### config.mk
export PLATFORM = sky130hd
export DESIGN_NAME = cssc_top
export DESIGN_NICKNAME = d
export VERILOG_FILES = /design/src/core/cssc_pkg.sv /design/src/core/cssc_edge.sv /design/src/core/cssc_gate.sv /design/src/core/cssc_top.sv
export VERILOG_INCLUDE_DIRS = /design/src /design/src/core
export SDC_FILE = /design/constraint.sdc
export NUM_CORES = 1
export LEC_CHECK = 0
export ABC_AREA = 1
export BUFFER_PORTS_ARGS = -buffer_cell sky130_fd_sc_hd__buf_2
export CAP_MARGIN = 15
export CORE_ASPECT_RATIO = 1.5
export CORE_MARGIN = 5
export CORE_UTILIZATION = 50
export CTS_BUF_LIST = sky130_fd_sc_hd__clkbuf_2 sky130_fd_sc_hd__clkbuf_4 sky130_fd_sc_hd__clkbuf_8
export DETAILED_ROUTE_END_ITERATION = 8
export GPL_TIMING_DRIVEN = 0
export PLACE_DENSITY = 0.73
export SYNTH_ARGS = -nofsm -noshare
export SYNTH_HDL_FRONTEND = slang
export SYNTH_SLANG_ARGS = --single-unit
export TNS_END_PERCENT = 5
### constraint.sdc
create_clock -name sys_clk -period 2 [get_ports sys_clk]
set_input_delay 0.1 -clock sys_clk [delete_from_list [all_inputs] [get_ports sys_clk]]
set_output_delay 0.1 -clock sys_clk [all_outputs]
set_load 0.02 [all_outputs]
### src/core/cssc_map.svh
// Constants for the clock source and start-up control block
`ifndef CSSC_MAP_SVH
`define CSSC_MAP_SVH
// Clock source select codes, fuse value 0 = programmed
`define CSSC_SRC_EXT 4'h0
`define CSSC_SRC_RC8M 4'h2
`define CSSC_SRC_RC128K 4'h4
`define CSSC_SRC_LFXTAL 4'h6
// Start-up codes
`define CSSC_SUT_SHORT 2'h0
`define CSSC_SUT_4MS 2'h1
`define CSSC_SUT_64MS 2'h2
// Cycle counts
`define CSSC_PD_CYCLES 16'h0006
`define CSSC_RST_CYCLES 16'h000E
`define CSSC_WDT_4MS 16'h0200
`define CSSC_WDT_64MS 16'h2000
// Fuse reset values: internal 8 MHz, slow rising power
`define CSSC_SEL_RESET 4'h2
`define CSSC_SUT_RESET 2'h2
`endif

### src/core/cssc_pkg.sv
// Types for the clock source and start-up control block
package cssc_pkg;
  typedef enum logic [2:0] {
    CSSC_SRC_NONE,
    CSSC_SRC_EXTCLK,
    CSSC_SRC_INT8M,
    CSSC_SRC_INT128K,
    CSSC_SRC_LFX,
    CSSC_SRC_XTAL
  } cssc_src_t;

  typedef struct packed {
    logic [3:0] sel;
    logic [1:0] startup_time_fuses;
  } cssc_fuse_t;

  typedef struct packed {
    logic core;
    logic periph;
    logic progmem;
    logic conv;
  } cssc_gate_t;

  typedef enum logic [1:0] {
    CSSC_SLEEP_IDLE,
    CSSC_SLEEP_NOISE,
    CSSC_SLEEP_STANDBY,
    CSSC_SLEEP_PWRDN
  } cssc_sleep_t;
endpackage

### src/core/cssc_edge.sv
// Two-stage sampler and rising-edge detector for a slow tick input
module cssc_edge (
  input wire logic sys_clk, // System clock
  input wire logic rst_n, // Async reset, active low
  input wire logic tick_in, // Raw slow clock level
  output logic rise // One-cycle pulse on rising edge
);
  logic s1_q, s2_q, s3_q;
  logic s1_d, s2_d, s3_d;

  always_comb begin
    s1_d = tick_in;
    s2_d = s1_q;
    s3_d = s2_q;
  end

  always_ff @(posedge sys_clk or negedge rst_n) begin
    if (!rst_n) begin
      // Reset high: a pin already high after reset is no edge
      s1_q <= 1'b1;
      s2_q <= 1'b1;
      s3_q <= 1'b1;
    end else begin
      s1_q <= s1_d;
      s2_q <= s2_d;
      s3_q <= s3_d;
    end
  end

  assign rise = s2_q & ~s3_q;
endmodule

### src/core/cssc_gate.sv
// Clock domain enable decode from sleep state
module cssc_gate
  import cssc_pkg::*;
(
  input wire logic sys_clk, // System clock
  input wire logic rst_n, // Async reset, active low
  input wire logic running, // Start-up complete
  input wire logic asleep, // Sleep entered
  input wire cssc_pkg::cssc_sleep_t mode, // Active sleep mode
  output cssc_pkg::cssc_gate_t gate // Registered domain enables
);
  cssc_gate_t gate_q, gate_d;

  always_comb begin
    gate_d = '0;
    if (running) begin
      if (!asleep) begin
        gate_d = '{core: 1'b1, periph: 1'b1, progmem: 1'b1, conv: 1'b1};
      end else begin
        case (mode)
          CSSC_SLEEP_IDLE: begin
            gate_d.periph = 1'b1;
            gate_d.conv = 1'b1;
          end
          CSSC_SLEEP_NOISE: begin
            gate_d.conv = 1'b1;
          end
          default: begin
            gate_d = '0;
          end
        endcase
      end
    end
    gate_d.progmem = gate_d.core;
  end

  always_ff @(posedge sys_clk or negedge rst_n) begin
    if (!rst_n) begin
      gate_q <= '0;
    end else begin
      gate_q <= gate_d;
    end
  end

  assign gate = gate_q;
endmodule

### src/core/cssc_top.sv
// Clock source select, start-up timing and domain gating
// Operation
// Decode four-bit source select, reserved codes flagged
// Fuse one unprogrammed, zero programmed
// Wake from power-down counts source cycles
// Reset start-up adds watchdog-oscillator delay
// 4 ms is 512, 64 ms 8192 cycles
// External clock: 6 wake, 14 reset cycles
// External clock varies under 2% per cycle
// System holds reset during clock frequency change
// Core clock gates register file and stack
// Peripheral clock drives timers and interrupts
// Program-memory clock follows core clock
// Converter clock runs while core halted
// Sleep mode gates unused clock domains
// Re-entry restarts start-up counters from zero
module cssc_top
  import cssc_pkg::*;
#(
  parameter int unsigned CNT_W = 16
) (
  input wire logic sys_clk, // System clock
  input wire logic rst_n, // Async reset, active low
  input wire cssc_pkg::cssc_fuse_t fuses, // Raw fuse values
  input wire logic src_tick, // Selected source clock level
  input wire logic wdt_osc, // Watchdog oscillator level
  input wire logic sleep_req, // Request sleep entry
  input wire cssc_pkg::cssc_sleep_t sleep_mode, // Requested sleep mode
  input wire logic wake, // Wake event, level or pulse
  output cssc_pkg::cssc_src_t source, // Decoded clock source
  output logic cfg_error, // Reserved select or start-up code
  output logic exec_en, // Instruction execution allowed
  output cssc_pkg::cssc_gate_t gate // Domain enables
);
  `include "cssc_map.svh"

  // ************************************
  // Fuse capture and decode
  // ************************************
  typedef enum {
    ST_LOAD,
    ST_RST_CK,
    ST_RST_WDT,
    ST_RUN,
    ST_SLEEP,
    ST_WAKE
  } cssc_st_t;

  function automatic cssc_src_t decode_src(input logic [3:0] sel);
    cssc_src_t s;
    s = CSSC_SRC_NONE;
    if (sel[3]) begin
      s = CSSC_SRC_XTAL;
    end else begin
      case (sel)
        `CSSC_SRC_EXT: s = CSSC_SRC_EXTCLK;
        `CSSC_SRC_RC8M: s = CSSC_SRC_INT8M;
        `CSSC_SRC_RC128K: s = CSSC_SRC_INT128K;
        `CSSC_SRC_LFXTAL: s = CSSC_SRC_LFX;
        default: s = CSSC_SRC_NONE;
      endcase
    end
    return s;
  endfunction

  function automatic logic [CNT_W-1:0] wdt_len(input logic [1:0] startup_time_fuses);
    logic [CNT_W-1:0] n;
    n = '0;
    case (startup_time_fuses)
      `CSSC_SUT_4MS: n = CNT_W'(`CSSC_WDT_4MS);
      `CSSC_SUT_64MS: n = CNT_W'(`CSSC_WDT_64MS);
      default: n = '0;
    endcase
    return n;
  endfunction

  cssc_st_t st_q, st_d;
  cssc_fuse_t fuse_q, fuse_d;
  cssc_src_t src_q, src_d;
  logic [CNT_W-1:0] cnt_q, cnt_d;
  logic [CNT_W-1:0] wdt_q, wdt_d;
  logic err_q, err_d;
  logic exec_q, exec_d;
  logic [1:0] mode_q, mode_d;
  logic src_rise, wdt_rise;

  // Fuses are held as raw bits; 0 means programmed, so codes read directly
  cssc_edge u_src_edge (
    .sys_clk(sys_clk),
    .rst_n(rst_n),
    .tick_in(src_tick),
    .rise(src_rise)
  );

  cssc_edge u_wdt_edge (
    .sys_clk(sys_clk),
    .rst_n(rst_n),
    .tick_in(wdt_osc),
    .rise(wdt_rise)
  );

  // ************************************
  // Start-up sequencer
  // ************************************
  always_comb begin
    st_d = st_q;
    fuse_d = fuse_q;
    src_d = src_q;
    cnt_d = cnt_q;
    wdt_d = wdt_q;
    err_d = err_q;
    exec_d = 1'b0;
    mode_d = mode_q;
    case (st_q)
      ST_LOAD: begin
        // Fuses sampled once after reset release
        fuse_d = fuses;
        src_d = decode_src(fuses.sel);
        err_d = (decode_src(fuses.sel) == CSSC_SRC_NONE) || (fuses.startup_time_fuses == 2'h3);
        cnt_d = '0;
        wdt_d = '0;
        st_d = ST_RST_CK;
      end
      ST_RST_CK: begin
        if (src_rise) begin
          cnt_d = cnt_q + CNT_W'(1);
        end
        if (src_rise && (cnt_q + CNT_W'(1) >= CNT_W'(`CSSC_RST_CYCLES))) begin
          cnt_d = '0;
          st_d = ST_RST_WDT;
        end
      end
      ST_RST_WDT: begin
        // Real-time part counted on watchdog oscillator, not the source
        if (wdt_q >= wdt_len(fuse_q.startup_time_fuses)) begin
          st_d = ST_RUN;
        end else if (wdt_rise) begin
          wdt_d = wdt_q + CNT_W'(1);
        end
      end
      ST_RUN: begin
        exec_d = 1'b1;
        if (sleep_req) begin
          mode_d = sleep_mode;
          exec_d = 1'b0;
          st_d = ST_SLEEP;
        end
      end
      ST_SLEEP: begin
        cnt_d = '0;
        if (wake) begin
          if (cssc_sleep_t'(mode_q) == CSSC_SLEEP_PWRDN) begin
            st_d = ST_WAKE;
          end else begin
            st_d = ST_RUN;
          end
        end
      end
      ST_WAKE: begin
        if (sleep_req) begin
          mode_d = sleep_mode;
          cnt_d = '0;
          st_d = ST_SLEEP;
        end else if (src_rise) begin
          cnt_d = cnt_q + CNT_W'(1);
          if (cnt_q + CNT_W'(1) >= CNT_W'(`CSSC_PD_CYCLES)) begin
            cnt_d = '0;
            st_d = ST_RUN;
          end
        end
      end
      default: begin
        st_d = ST_LOAD;
      end
    endcase
  end

  // Reset always restarts from ST_LOAD with zeroed counters
  always_ff @(posedge sys_clk or negedge rst_n) begin
    if (!rst_n) begin
      st_q <= ST_LOAD;
      fuse_q <= '{sel: `CSSC_SEL_RESET, startup_time_fuses: `CSSC_SUT_RESET};
      src_q <= CSSC_SRC_NONE;
      cnt_q <= '0;
      wdt_q <= '0;
      err_q <= 1'b0;
      exec_q <= 1'b0;
      mode_q <= 2'h0;
    end else begin
      st_q <= st_d;
      fuse_q <= fuse_d;
      src_q <= src_d;
      cnt_q <= cnt_d;
      wdt_q <= wdt_d;
      err_q <= err_d;
      exec_q <= exec_d;
      mode_q <= mode_d;
    end
  end

  // ************************************
  // Domain gating
  // ************************************
  // Core and program memory off whenever execution is held, except the first cycle after sleep entry
  cssc_gate u_gate (
    .sys_clk(sys_clk),
    .rst_n(rst_n),
    .running((st_q == ST_RUN) || (st_q == ST_SLEEP)),
    .asleep(st_q == ST_SLEEP),
    .mode(cssc_sleep_t'(mode_q)),
    .gate(gate)
  );

  assign source = src_q;
  assign cfg_error = err_q;
  assign exec_en = exec_q;
endmodule

==> results of run 1 <==
[registers in the layout, indices dropped and copies added (netlist names)]
register and cells:
cnt_q 16, wdt_q 16, source 3, st_q 3
u_gate.gate 3, fuse_q 2, mode_q 2, cfg_error 1
exec_en 1, u_src_edge.s1_q 1, u_src_edge.s2_q 1, u_src_edge.s3_q 1
u_wdt_edge.s1_q 1, u_wdt_edge.s2_q 1, u_wdt_edge.s3_q 1
[worst max-delay path: cells and delay by family, from the launching register on]
kind	cells	cell delay, ns
fa+ha+maj	1	0.27
simple gates	9	0.95
flops	1	0.56
xor+xnor	1	0.14
[routing by layer]
layer | vias up | global-route usage [%]
met4 | 0 | 6.596
li1 | 1347 | -
met3 | 6 | 2.017
met5 | - | 0
met2 | 37 | 32.46
met1 | 1269 | 19.02
[synth_stat cells (all sizes together)]
master | count | area, sq um
a21oi | 8 | 40.04
a22oi | 1 | 7.510
a31oi | 1 | 6.260
and3 | 1 | 6.260
buf | 3 | 23.77
clkbuf | 1 | 3.750
clkinv | 2 | 8.750
dfrtp | 46 | 1151
dfstp | 7 | 183.9
ha | 6 | 75.07
inv | 51 | 193.9
nand2 | 110 | 437.9
nand3 | 27 | 145.1
nand4 | 9 | 56.30
nor2 | 70 | 285.3
nor3 | 16 | 96.35
nor3b | 1 | 7.510
nor4 | 2 | 27.53
o21ai | 17 | 85.08
o311ai | 1 | 8.760
o31ai | 6 | 78.83
or4 | 1 | 7.510
xnor2 | 1 | 8.760
xor2 | 6 | 52.55
[kinds of logic (layout without fill, tap and decap cells)]
family,Yosys count,in the layout,synth area share [%]
DFF,53,53,44.53
xor gates and xnor gates,7,7,2.045
AOI/OAI and AO/OA,34,34,7.555
adders and majority gates,6,6,2.504
and+or+nand+nor,237,238,35.68
buffers and inverters,57,102,7.679
[repair_timing]
item                                   in CTS  in global routing
setup endpoints to repair                  16                 23
hold buffers                                3                  1
pin swaps                                   1                 16
gates cloned                                1                  2
endpoints found under the hold margin       3                 11
buffers inserted                            0                  8
gates resized for setup                     5                 32
[worst paths after layout]
kind                                      start              end  slack [ns]  cells past startpoint
worst max-delay path                  fuse_q[1]         wdt_q[8]       -0.01                     11
worst min-delay path                  sleep_req          exec_en        0.03                      2
worst max register to register        fuse_q[1]         wdt_q[8]       -0.01                     11
worst min register to register  u_wdt_edge.s1_q  u_wdt_edge.s2_q        0.35                      0
max in group asynchronous                 rst_n  u_wdt_edge.s3_q        1.22                      3
min in group asynchronous                 rst_n         cnt_q[5]        0.20                      2
[where the power goes]
part | internal [mW] | total (mW) | switching (mW)
Combinational | 0.729 | 1.93 | 1.20
Sequential | 1.27 | 1.43 | 0.160
Clock | 0.407 | 0.759 | 0.352
[area by class of cell]
class,instances,share of cell area (%)
Sequential cell,53,36.93
Clock inverter,2,1.037
Multi-Input combinational cell,285,43.26
Timing Repair inverter,1,0.1383
Tap cell,72,2.490
Timing Repair Buffer,36,7.158
Buffer,4,1.003
Inverter,53,5.705
Clock buffer,6,2.282
==> impl_metrics.env, run 1 <==
export IMPL_outcome="complete, but fails checks"
export IMPL_violations="negative setup slack"
export IMPL_dr_max_layer_used="met4"
export IMPL_dieArea_sq_mm=0.007677
export IMPL_power_mw=4.120
export IMPL_cts_tree="yes"
export IMPL_ys_warn_count=0
export IMPL_htreeDepth=2
export IMPL_ant_nets=0
export IMPL_cts_buffer_depth=2
export IMPL_crit_path_frequent_cell="nand2_2"
export IMPL_met1_length_um=2629
export IMPL_final_cells=512
export IMPL_synth_cell_types=39
export IMPL_syn_area_per_cell_sq_um=7.609
export IMPL_fin_util_pct=62.09
export IMPL_io_buffers=22
export IMPL_finalWorstSetupSlack_ns=-0.01453
export IMPL_slew_headroom_pct=72.10
export IMPL_path_cells="nand2_2, ha_4, nand2_2, nor3_4, nand4_1, nand2_2, nand2_4, nand2_8, nor2_4, xor2_1, nor2_1"
export IMPL_cts_buffers=5
export IMPL_core_area_sq_mm=0.005828
export IMPL_setup_tns_ns=-0.03868
export IMPL_leakagePower_nw=1.694
export IMPL_synthesis_area_sq_mm=0.002998
export IMPL_multiInputGateArea_sq_mm=0.001565
export IMPL_nets=459
export IMPL_holdWs_ns=0.02506
export IMPL_die_w_um=73.23
export IMPL_wl_met2_um=3756
export IMPL_grt_max_degree=54
export IMPL_fin_area_sq_mm=0.003618
export IMPL_hold_viol=0
export IMPL_required_ns=2.22
export IMPL_fin_crit_sh_pct=100.7
export IMPL_avgViaCountPerCell=5.193
export IMPL_grt_usage_pct=17.29
export IMPL_routedWlPerCell_um=12.86
export IMPL_gp_routability_congestion=0.8950
export IMPL_die_h_um=104.8
export IMPL_root_buffer="clkbuf_8"
export IMPL_setup_viol=4
export IMPL_worst_setup_path_start_kind="register"
export IMPL_first_pass_iters=4
export IMPL_row_count=34
export IMPL_antenna_found_initial=0
export IMPL_clock_latency_ns=0.30
export IMPL_drive_above_1_share_pct=22.95
export IMPL_dp_cells=488
export IMPL_grt_pass1_vias=2612
export IMPL_final_common_cell="nand2_1"
export IMPL_initial_core_util_pct=51.44
export IMPL_rsz0062_at_grt="true"
export IMPL_skew_ns=0.01264
export IMPL_place_area_sq_mm=0.003198
export IMPL_path_class="register to register"
export IMPL_io_pins=23
export IMPL_fin_crit_ns=2.015
export IMPL_dp_slack_ns=-0.09226
export IMPL_max_stage_delay_ns=0.56
export IMPL_routed_wl_um=6583
export IMPL_synth_nets=414
export IMPL_max_cap_violations=0
export IMPL_ys_seq_area_share_pct=44.53
export IMPL_layout_common_cells="nand2_1 (94), nor2_1 (63), dfrtp_1 (45)"
export IMPL_post_route_drc_count=0
export IMPL_synth_seq_cells=53
export IMPL_dr_total_vias=2659
export IMPL_netlist_instances=394
export IMPL_seqCellArea_sq_mm=0.001336
export IMPL_hp_class="input pin to register"
export IMPL_place_hpwl_um=4504
export IMPL_drt_first_iter_violations=124
export IMPL_cts_sinks=53
export IMPL_clkTransAtPathRegs_ns=0.10
export IMPL_peakVddDrop_v=0.0006503
export IMPL_end_kind="register"
export IMPL_fill_cells=518
export IMPL_max_slew_worst_pin_slew_ns=0.4141
export IMPL_diodes=0
export IMPL_area_growth_syn_to_layout_pct=20.70
export IMPL_finalMaxSlewViolations=0
export IMPL_grt_overflow=0
export IMPL_grt_pass1_wl_um=10900
export IMPL_cp_slowest_cell="dfstp_2"
export IMPL_wl_met3_um=132
export IMPL_fmax_ghz=0.4964
export IMPL_cp_arrival_ns=2.24
export IMPL_critPathMaxFanout=7
export IMPL_power_density_mw_per_mm2=1139
No activity file was read; power rests on OpenSTA's default activity.
==> run 2, diff against run 1 <==
GPL_TIMING_DRIVEN = default   (was 0)
SYNTH_HIERARCHICAL = 1   (was default)
==> run 2 against run 1 <==
The flow still finishes with violations (negative setup slack); synthesized area increased by 1.0%; routed wire length rose by 1.2%; clock power hardly changed; clock skew decreased by 0.0022 ns; total power decreased by 5.1%; global-route usage increased by 1.0 points; critical path depth rose by 1; fmax decreased by 0.56%; synthesized cell count grew 4.3%; clock-buffer cell count stayed put; register-to-register slack is essentially flat; non-clock buffer count grew 1; largest power group unchanged.
==> impl_metrics.env, run 2 <==
export IMPL_outcome="complete, but fails checks"
export IMPL_final_common_cell="nand2_1"
export IMPL_row_count=34
export IMPL_hold_viol=0
export IMPL_peakVddDrop_v=0.0005162
export IMPL_largestRegisters="cnt_q: 16 flops, wdt_q: 16 flops"
export IMPL_synth_most_common_cell="nand2_1"
export IMPL_seqCellArea_sq_mm=0.001339
export IMPL_synth_top_area_share_pct=38.00
export IMPL_synth_nets=431
export IMPL_clock_latency_ns=0.31
export IMPL_grt_pass1_wl_um=11360
export IMPL_htreeDepth=2
export IMPL_cts_buffers=5
export IMPL_die_w_um=73.55
export IMPL_fmax_ghz=0.4936
export IMPL_diodes=0
export IMPL_ant_nets=0
export IMPL_path_cells="nand2_2, ha_4, nand2_1, nor3_2, nand3_1, nand3_2, buf_6, nand2_4, a21oi_4, nand2_2, nand2_1, nand2_1"
export IMPL_grt_max_degree=23
export IMPL_synthMuxAreaShare_pct=0
export IMPL_routedWlPerCell_um=12.69
export IMPL_synthFlopType="dfrtp_1"
export IMPL_drt_first_iter_violations=135
export IMPL_first_pass_iters=4
export IMPL_synth_compound_area_share_pct=7.600
export IMPL_path_class="register to register"
export IMPL_place_hpwl_um=4958
export IMPL_yosysTopAreaCell="dfrtp_1"
export IMPL_power_density_mw_per_mm2=1082
export IMPL_grt_pass1_vias=2793
export IMPL_layout_common_cells="nand2_1 (112), inv_1 (60), dfrtp_1 (43)"
export IMPL_synth_area_leaders="dfrtp_1 (38%), nand2_1 (15%), inv_1 (7.6%), dfstp_2 (6.1%), nor2_1 (5.5%)"
export IMPL_hold_end="fuse_q[0]"
export IMPL_p_int_mw=2.330
export IMPL_async_reset_ff_share_pct=100.0
export IMPL_pwr_share_clk_pct=19.4
export IMPL_root_buffer="clkbuf_8"
export IMPL_worst_setup_path_start_kind="register"
export IMPL_dp_slack_ns=-0.05075
export IMPL_cts_sinks=53
export IMPL_area_growth_syn_to_layout_pct=19.33
export IMPL_violations="negative setup slack"
export IMPL_power_switching_mw=1.582
export IMPL_routed_wl_um=6660
export IMPL_comb_power_share_pct=43.8
export IMPL_io_buffers=22
export IMPL_post_route_drc_count=0
export IMPL_synthSimpleGateAreaFrac_pct=34.28
export IMPL_holdCritStartpoint="fuses[0]"
export IMPL_core_area_sq_mm=0.005871
export IMPL_synth_seq_cells=53
export IMPL_p_seq_share_pct=36.8
export IMPL_dieArea_sq_mm=0.007747
export IMPL_cts_tree="yes"
export IMPL_ys_seq_area_share_pct=44.07
export IMPL_clkTransAtPathRegs_ns=0.10
export IMPL_hp_class="input pin to register"
export IMPL_yosys_area_share_adder_pct=2.478
export IMPL_nets=472
export IMPL_slew_headroom_pct=67.08
export IMPL_skew_ns=0.01039
export IMPL_r2r_start="fuse_q[1]"
export IMPL_max_cap_violations=0
export IMPL_synthesis_area_sq_mm=0.003029
export IMPL_multiInputGateArea_sq_mm=0.001550
export IMPL_r2r_slack_ns=-0.03
export IMPL_dr_total_vias=2724
export IMPL_min_path_cells=3
export IMPL_grt_usage_pct=18.32
export IMPL_max_stage_delay_ns=0.56
export IMPL_antenna_found_initial=0
export IMPL_finalWorstSetupSlack_ns=-0.02592
export IMPL_die_h_um=105.3
export IMPL_gp_routability_congestion=0.8851
export IMPL_syn_area_per_cell_sq_um=7.370
export IMPL_synthTopCellsByCount="nand2_1 (119), inv_1 (61), dfrtp_1 (46)"
export IMPL_cp_slowest_cell="dfstp_2"
export IMPL_p_sw_share_pct=40.43
export IMPL_drive_above_1_share_pct=20.53
export IMPL_finalMaxSlewViolations=0
export IMPL_critPathMaxFanout=4
export IMPL_avgViaCountPerCell=5.189
export IMPL_io_pins=23
export IMPL_rr_worst_depth=12
export IMPL_grt_overflow=0
export IMPL_crit_path_frequent_cell="nand2_1"
export IMPL_synth_cell_types=32
export IMPL_leakagePower_nw=1.736
export IMPL_cp_arrival_ns=2.22
export IMPL_netlist_instances=411
export IMPL_synth_top_family_by_area="simple AND/OR/NAND/NOR gates"
export IMPL_setup_viol=5
export IMPL_power_mw=3.912
export IMPL_synth_edf_count=0
export IMPL_fin_util_pct=61.57
export IMPL_synth_xor_area_share_pct=2.891
export IMPL_fin_crit_sh_pct=101.3
export IMPL_initial_core_util_pct=51.60
export IMPL_cts_buffer_depth=2
export IMPL_end_kind="register"
export IMPL_fill_cells=517
export IMPL_r2r_end="st_q[2]"
export IMPL_fin_crit_ns=2.026
export IMPL_ys_warn_count=6
export IMPL_rsz0062_at_grt="true"
export IMPL_max_slew_worst_pin_slew_ns=0.4901
export IMPL_required_ns=2.20
## run 2: cell types whose count changed after synthesis, moves of 7 or more
cell     previous run  this run
nor2_2              0         7
nand2_1           102       119
inv_1              45        61
o31ai_1             1         8
nor2_1             67        44
## run 2: cells by family (layout without fill, tap and decap cells)
group	count (synthesis)	after routing
simple gates	237	237
buf+inv	68	110
flops	53	53
compound gates	37	37
xor+xnor	10	10
fa+ha+maj	6	6
## run 2: worst max-delay path: cells and delay by family (launching register included)
family | cells | cell delay, ns
fa+ha+maj | 1 | 0.26
buf+inv | 1 | 0.11
compound gates | 1 | 0.17
simple gates | 9 | 0.82
flops | 1 | 0.56
## run 2: worst max path at each step
stage                          from   endpoint  slack, ns  depth (start not counted)
after floorplan           fuse_q[1]  wdt_q[10]       0.13                         12
after global placement    fuse_q[1]   wdt_q[6]       0.04                         12
after detailed placement  fuse_q[1]   wdt_q[6]      -0.05                         12
after CTS                 fuse_q[1]  wdt_q[10]      -0.03                         12
after global routing      fuse_q[1]    st_q[2]      -0.16                         12
final                     fuse_q[1]    st_q[2]      -0.03                         12
## run 2: per-layer routing
metal / up-vias / wire length (um) / part of all wire (%) / global-route usage (%)
met4: 0 / 196 / 2.9 / 10.75
met2: 48 / 3864 / 58 / 34.39
met5: - / 0 / 0 / 0
li1: 1381 / - / - / -
met1: 1281 / 2416 / 36 / 17.96
met3: 14 / 182 / 2.7 / 2.857
## run 2: area by class of cell
class                   instances  area share [%]
multi-input cells             290           42.89
clock buffers                   6           2.285
repair buffers                 41           7.927
inverters                      61           6.334
clock inverters                 2           1.038
well taps                      72           2.492
flip-flops and latches         53           37.04
## run 2: power groups by stage
stage | Combinational (mW) | Clock [mW] | Sequential, mW
CTS | 1.59 | 0.792 | 1.42
global route | 1.90 | 0.819 | 1.47
detailed placement | 1.50 | 0 | 1.44
floorplan | 0.952 | 0 | 1.51
finish | 1.71 | 0.759 | 1.44
global placement | 1.46 | 0 | 1.43
## run 2: timing repair
action                     4_1_cts  5_1_grt
pin swaps                        3       11
setup buffers                    0        3
setup endpoints to repair        7       23
hold buffers                     5        0
resized for setup                9       29
cloned                           1        0
hold endpoints to repair        20        0
## run 2: through the flow
stage / instance area, sq um / hold WS [ns] / cells / setup TNS [ns]
after floorplan: 3029 / -0.1956 / 411 / 0
after global placement: 3283 / -0.01366 / 508 / 0
after detailed placement: 3283 / -0.01458 / 508 / -0.09165
after CTS: 3483 / 0.006643 / 522 / -0.1026
after global routing: 3615 / 0.02358 / 525 / -2.250
final: 3615 / 0.01710 / 525 / -0.08617
==> run 3, diff against run 2 <==
ABC_AREA = default   (was 1)
==> run 3 against run 2 <==
The run still ends with negative setup slack left; non-clock buffer count grew 30; design area shrank 3.1%; combinational power shrank 4%; critical path type unchanged; critical endpoint is now wdt_q[9].
==> impl_metrics.env, run 3 <==
export IMPL_hold_viol=0
export IMPL_rsz0062_at_grt="true"
export IMPL_cts_sinks=53
export IMPL_synthTopCellsByCount="dfrtp_1 (46), nand2_1 (30), nor2_1 (29)"
export IMPL_power_mw=3.669
export IMPL_end_kind="register"
export IMPL_worst_setup_path_start_kind="register"
export IMPL_nets=363
export IMPL_synth_top_area_share_pct=41.99
export IMPL_cts_tree="yes"
export IMPL_required_ns=2.25
export IMPL_finalMaxSlewViolations=0
export IMPL_final_common_cell="dfrtp_1"
export IMPL_grt_usage_pct=17.66
export IMPL_synthFlopType="dfrtp_1"
export IMPL_peakVddDrop_v=0.0005245
export IMPL_htreeDepth=2
export IMPL_largestRegisters="cnt_q: 16 flops, wdt_q: 16 flops"
export IMPL_drive_above_1_share_pct=35.17
export IMPL_grt_pass1_vias=2263
export IMPL_async_reset_ff_share_pct=100.0
export IMPL_io_buffers=22
export IMPL_grt_pass1_wl_um=10100
export IMPL_leakagePower_nw=1.571
export IMPL_fill_cells=428
export IMPL_ys_warn_count=6
export IMPL_synth_area_leaders="dfrtp_1 (42%), dfstp_2 (6.7%), xnor2_1 (4.5%), nand2_1 (4.1%), nor2_1 (4.0%)"
export IMPL_yosysTopAreaCell="dfrtp_1"
export IMPL_skew_ns=0.01236
export IMPL_ant_nets=0
export IMPL_avgViaCountPerCell=5.481
export IMPL_hp_class="input pin to register"
export IMPL_synthesis_area_sq_mm=0.002741
export IMPL_ys_seq_area_share_pct=48.70
export IMPL_cts_buffer_depth=2
export IMPL_first_pass_iters=5
export IMPL_dieArea_sq_mm=0.007094
export IMPL_fmax_ghz=0.4504
export IMPL_fin_area_sq_mm=0.003503
export IMPL_setup_tns_ns=-1.993
export IMPL_power_density_mw_per_mm2=1047
export IMPL_clock_latency_ns=0.32
export IMPL_fin_crit_ns=2.220
export IMPL_layout_common_cells="dfrtp_1 (46), buf_4 (41), nand2_1 (29)"
export IMPL_netlist_instances=275
export IMPL_cts_buffers=5
export IMPL_core_area_sq_mm=0.005409
export IMPL_grt_max_degree=39
export IMPL_routed_wl_um=5865
export IMPL_area_growth_syn_to_layout_pct=27.80
export IMPL_gp_routability_congestion=0.8341
export IMPL_io_pins=23
export IMPL_synth_nets=295
export IMPL_synth_seq_cells=53
export IMPL_post_route_drc_count=0
export IMPL_setup_viol=22
export IMPL_antenna_found_initial=0
export IMPL_row_count=33
export IMPL_syn_area_per_cell_sq_um=9.969
export IMPL_synth_most_common_cell="dfrtp_1"
export IMPL_slew_headroom_pct=43.82
export IMPL_root_buffer="clkbuf_8"
export IMPL_clkTransAtPathRegs_ns=0.11
export IMPL_grt_overflow=0
export IMPL_max_slew_worst_pin_slew_ns=0.8427
export IMPL_finalWorstSetupSlack_ns=-0.2202
export IMPL_routedWlPerCell_um=14.17
export IMPL_die_w_um=70.46
export IMPL_fin_crit_sh_pct=111.0
export IMPL_place_area_sq_mm=0.003152
export IMPL_max_cap_violations=0
export IMPL_outcome="complete, but fails checks"
export IMPL_initial_core_util_pct=50.68
export IMPL_cp_arrival_ns=2.47
export IMPL_violations="negative setup slack"
export IMPL_die_h_um=100.7
export IMPL_diodes=0
export IMPL_synth_edf_count=0
export IMPL_critPathMaxFanout=6
export IMPL_drt_first_iter_violations=130
export IMPL_synth_cell_types=55
export IMPL_dr_total_vias=2269
export IMPL_place_hpwl_um=4025
export IMPL_path_class="register to register"
[run 3: cell types whose count changed after synthesis, sizes merged, moves of 6 or more]
cell   change
o41ai      +6
and2      +14
xnor2     +14
inv       -52
nor2      -24
nand3     -21
xor2       -7
nand2     -96
[run 3: path summary, 6_finish.rpt]
kind,cells past startpoint,slack [ns],from,end
setup reg to reg,9,-0.22,fuse_q[0],wdt_q[9]
max in group asynchronous,3,0.92,rst_n,wdt_q[0]
min in group asynchronous,2,0.42,rst_n,cnt_q[2]
setup / recovery,9,-0.22,fuse_q[0],wdt_q[9]
hold reg to reg,0,0.36,u_wdt_edge/s2_q,u_wdt_edge/s3_q
hold / removal,2,0.03,sleep_mode[1],mode_q[1]
[run 3: layer usage]
| layer | up-vias | GRT usage (%) | part of all wire [%] |
|---|---|---|---|
| met1 | 1128 | 19.79 | 39 |
| met4 | 0 | 7.965 | 2.4 |
| li1 | 1101 | - | - |
| met2 | 28 | 32.40 | 57 |
| met5 | - | 0 | 0 |
| met3 | 12 | 2.894 | 1.9 |
[run 3: final cells by class]
type	instances	area, sq um	share of cell area [%]
Clock buffer	5	68.82	1.964
Clock inverter	3	25.02	0.7143
Timing Repair Buffer	71	499.2	14.25
Sequential cell	53	1335	38.11
Multi-Input combinational cell	203	1454	41.50
Tap cell	70	87.58	2.500
Inverter	9	33.78	0.9643
[run 3: report_power, final]
| part | total (mW) | switching [mW] | internal [mW] |
|---|---|---|---|
| Sequential | 1.39 | 0.126 | 1.26 |
| Clock | 0.641 | 0.385 | 0.256 |
| Combinational | 1.64 | 0.952 | 0.691 |
[run 3: stage by stage]
stage / hold slack (ns) / util [%] / worst slack, ns / instances
2_1_floorplan: -0.1956 / - / -0.1075 / 275
3_3_place_gp: 0.2066 / 58.27 / -0.1607 / 391
5_1_grt: 0.02555 / 64.77 / -0.3256 / 414
3_5_place_dp: 0.2064 / 58.27 / -0.2114 / 391
4_1_cts: 0.01653 / 62.76 / -0.1611 / 408
6_report: 0.02687 / 64.77 / -0.2202 / 414
[run 3: critical path, cell delays in order, from the launching register on]
cell,delay [ns]
dfrtp_1,0.37
nor2b_4,0.14
ha_2,0.17
nor4b_4,0.28
o31ai_4,0.14
a211oi_4,0.27
buf_6,0.14
nand4_4,0.14
or3_4,0.36
a21oi_2,0.13
[run 3: kinds of logic after synthesis]
| group | synth area share [%] |
|---|---|
| DFF | 48.70 |
| buffers and inverters | 2.784 |
| muxes | 1.963 |
| AOI/OAI and AO/OA | 12.23 |
| xor gates and xnor gates | 5.432 |
| adders and majority gates | 2.738 |
| and+or+nand+nor | 26.15 |
[run 3: repair_timing]
action	4_1_cts	5_1_grt
hold buffers	7	0
buffers inserted	2	6
endpoints found under the hold margin	34	0
setup endpoints to repair	20	22
gates resized for setup	12	15
pin swaps	5	9
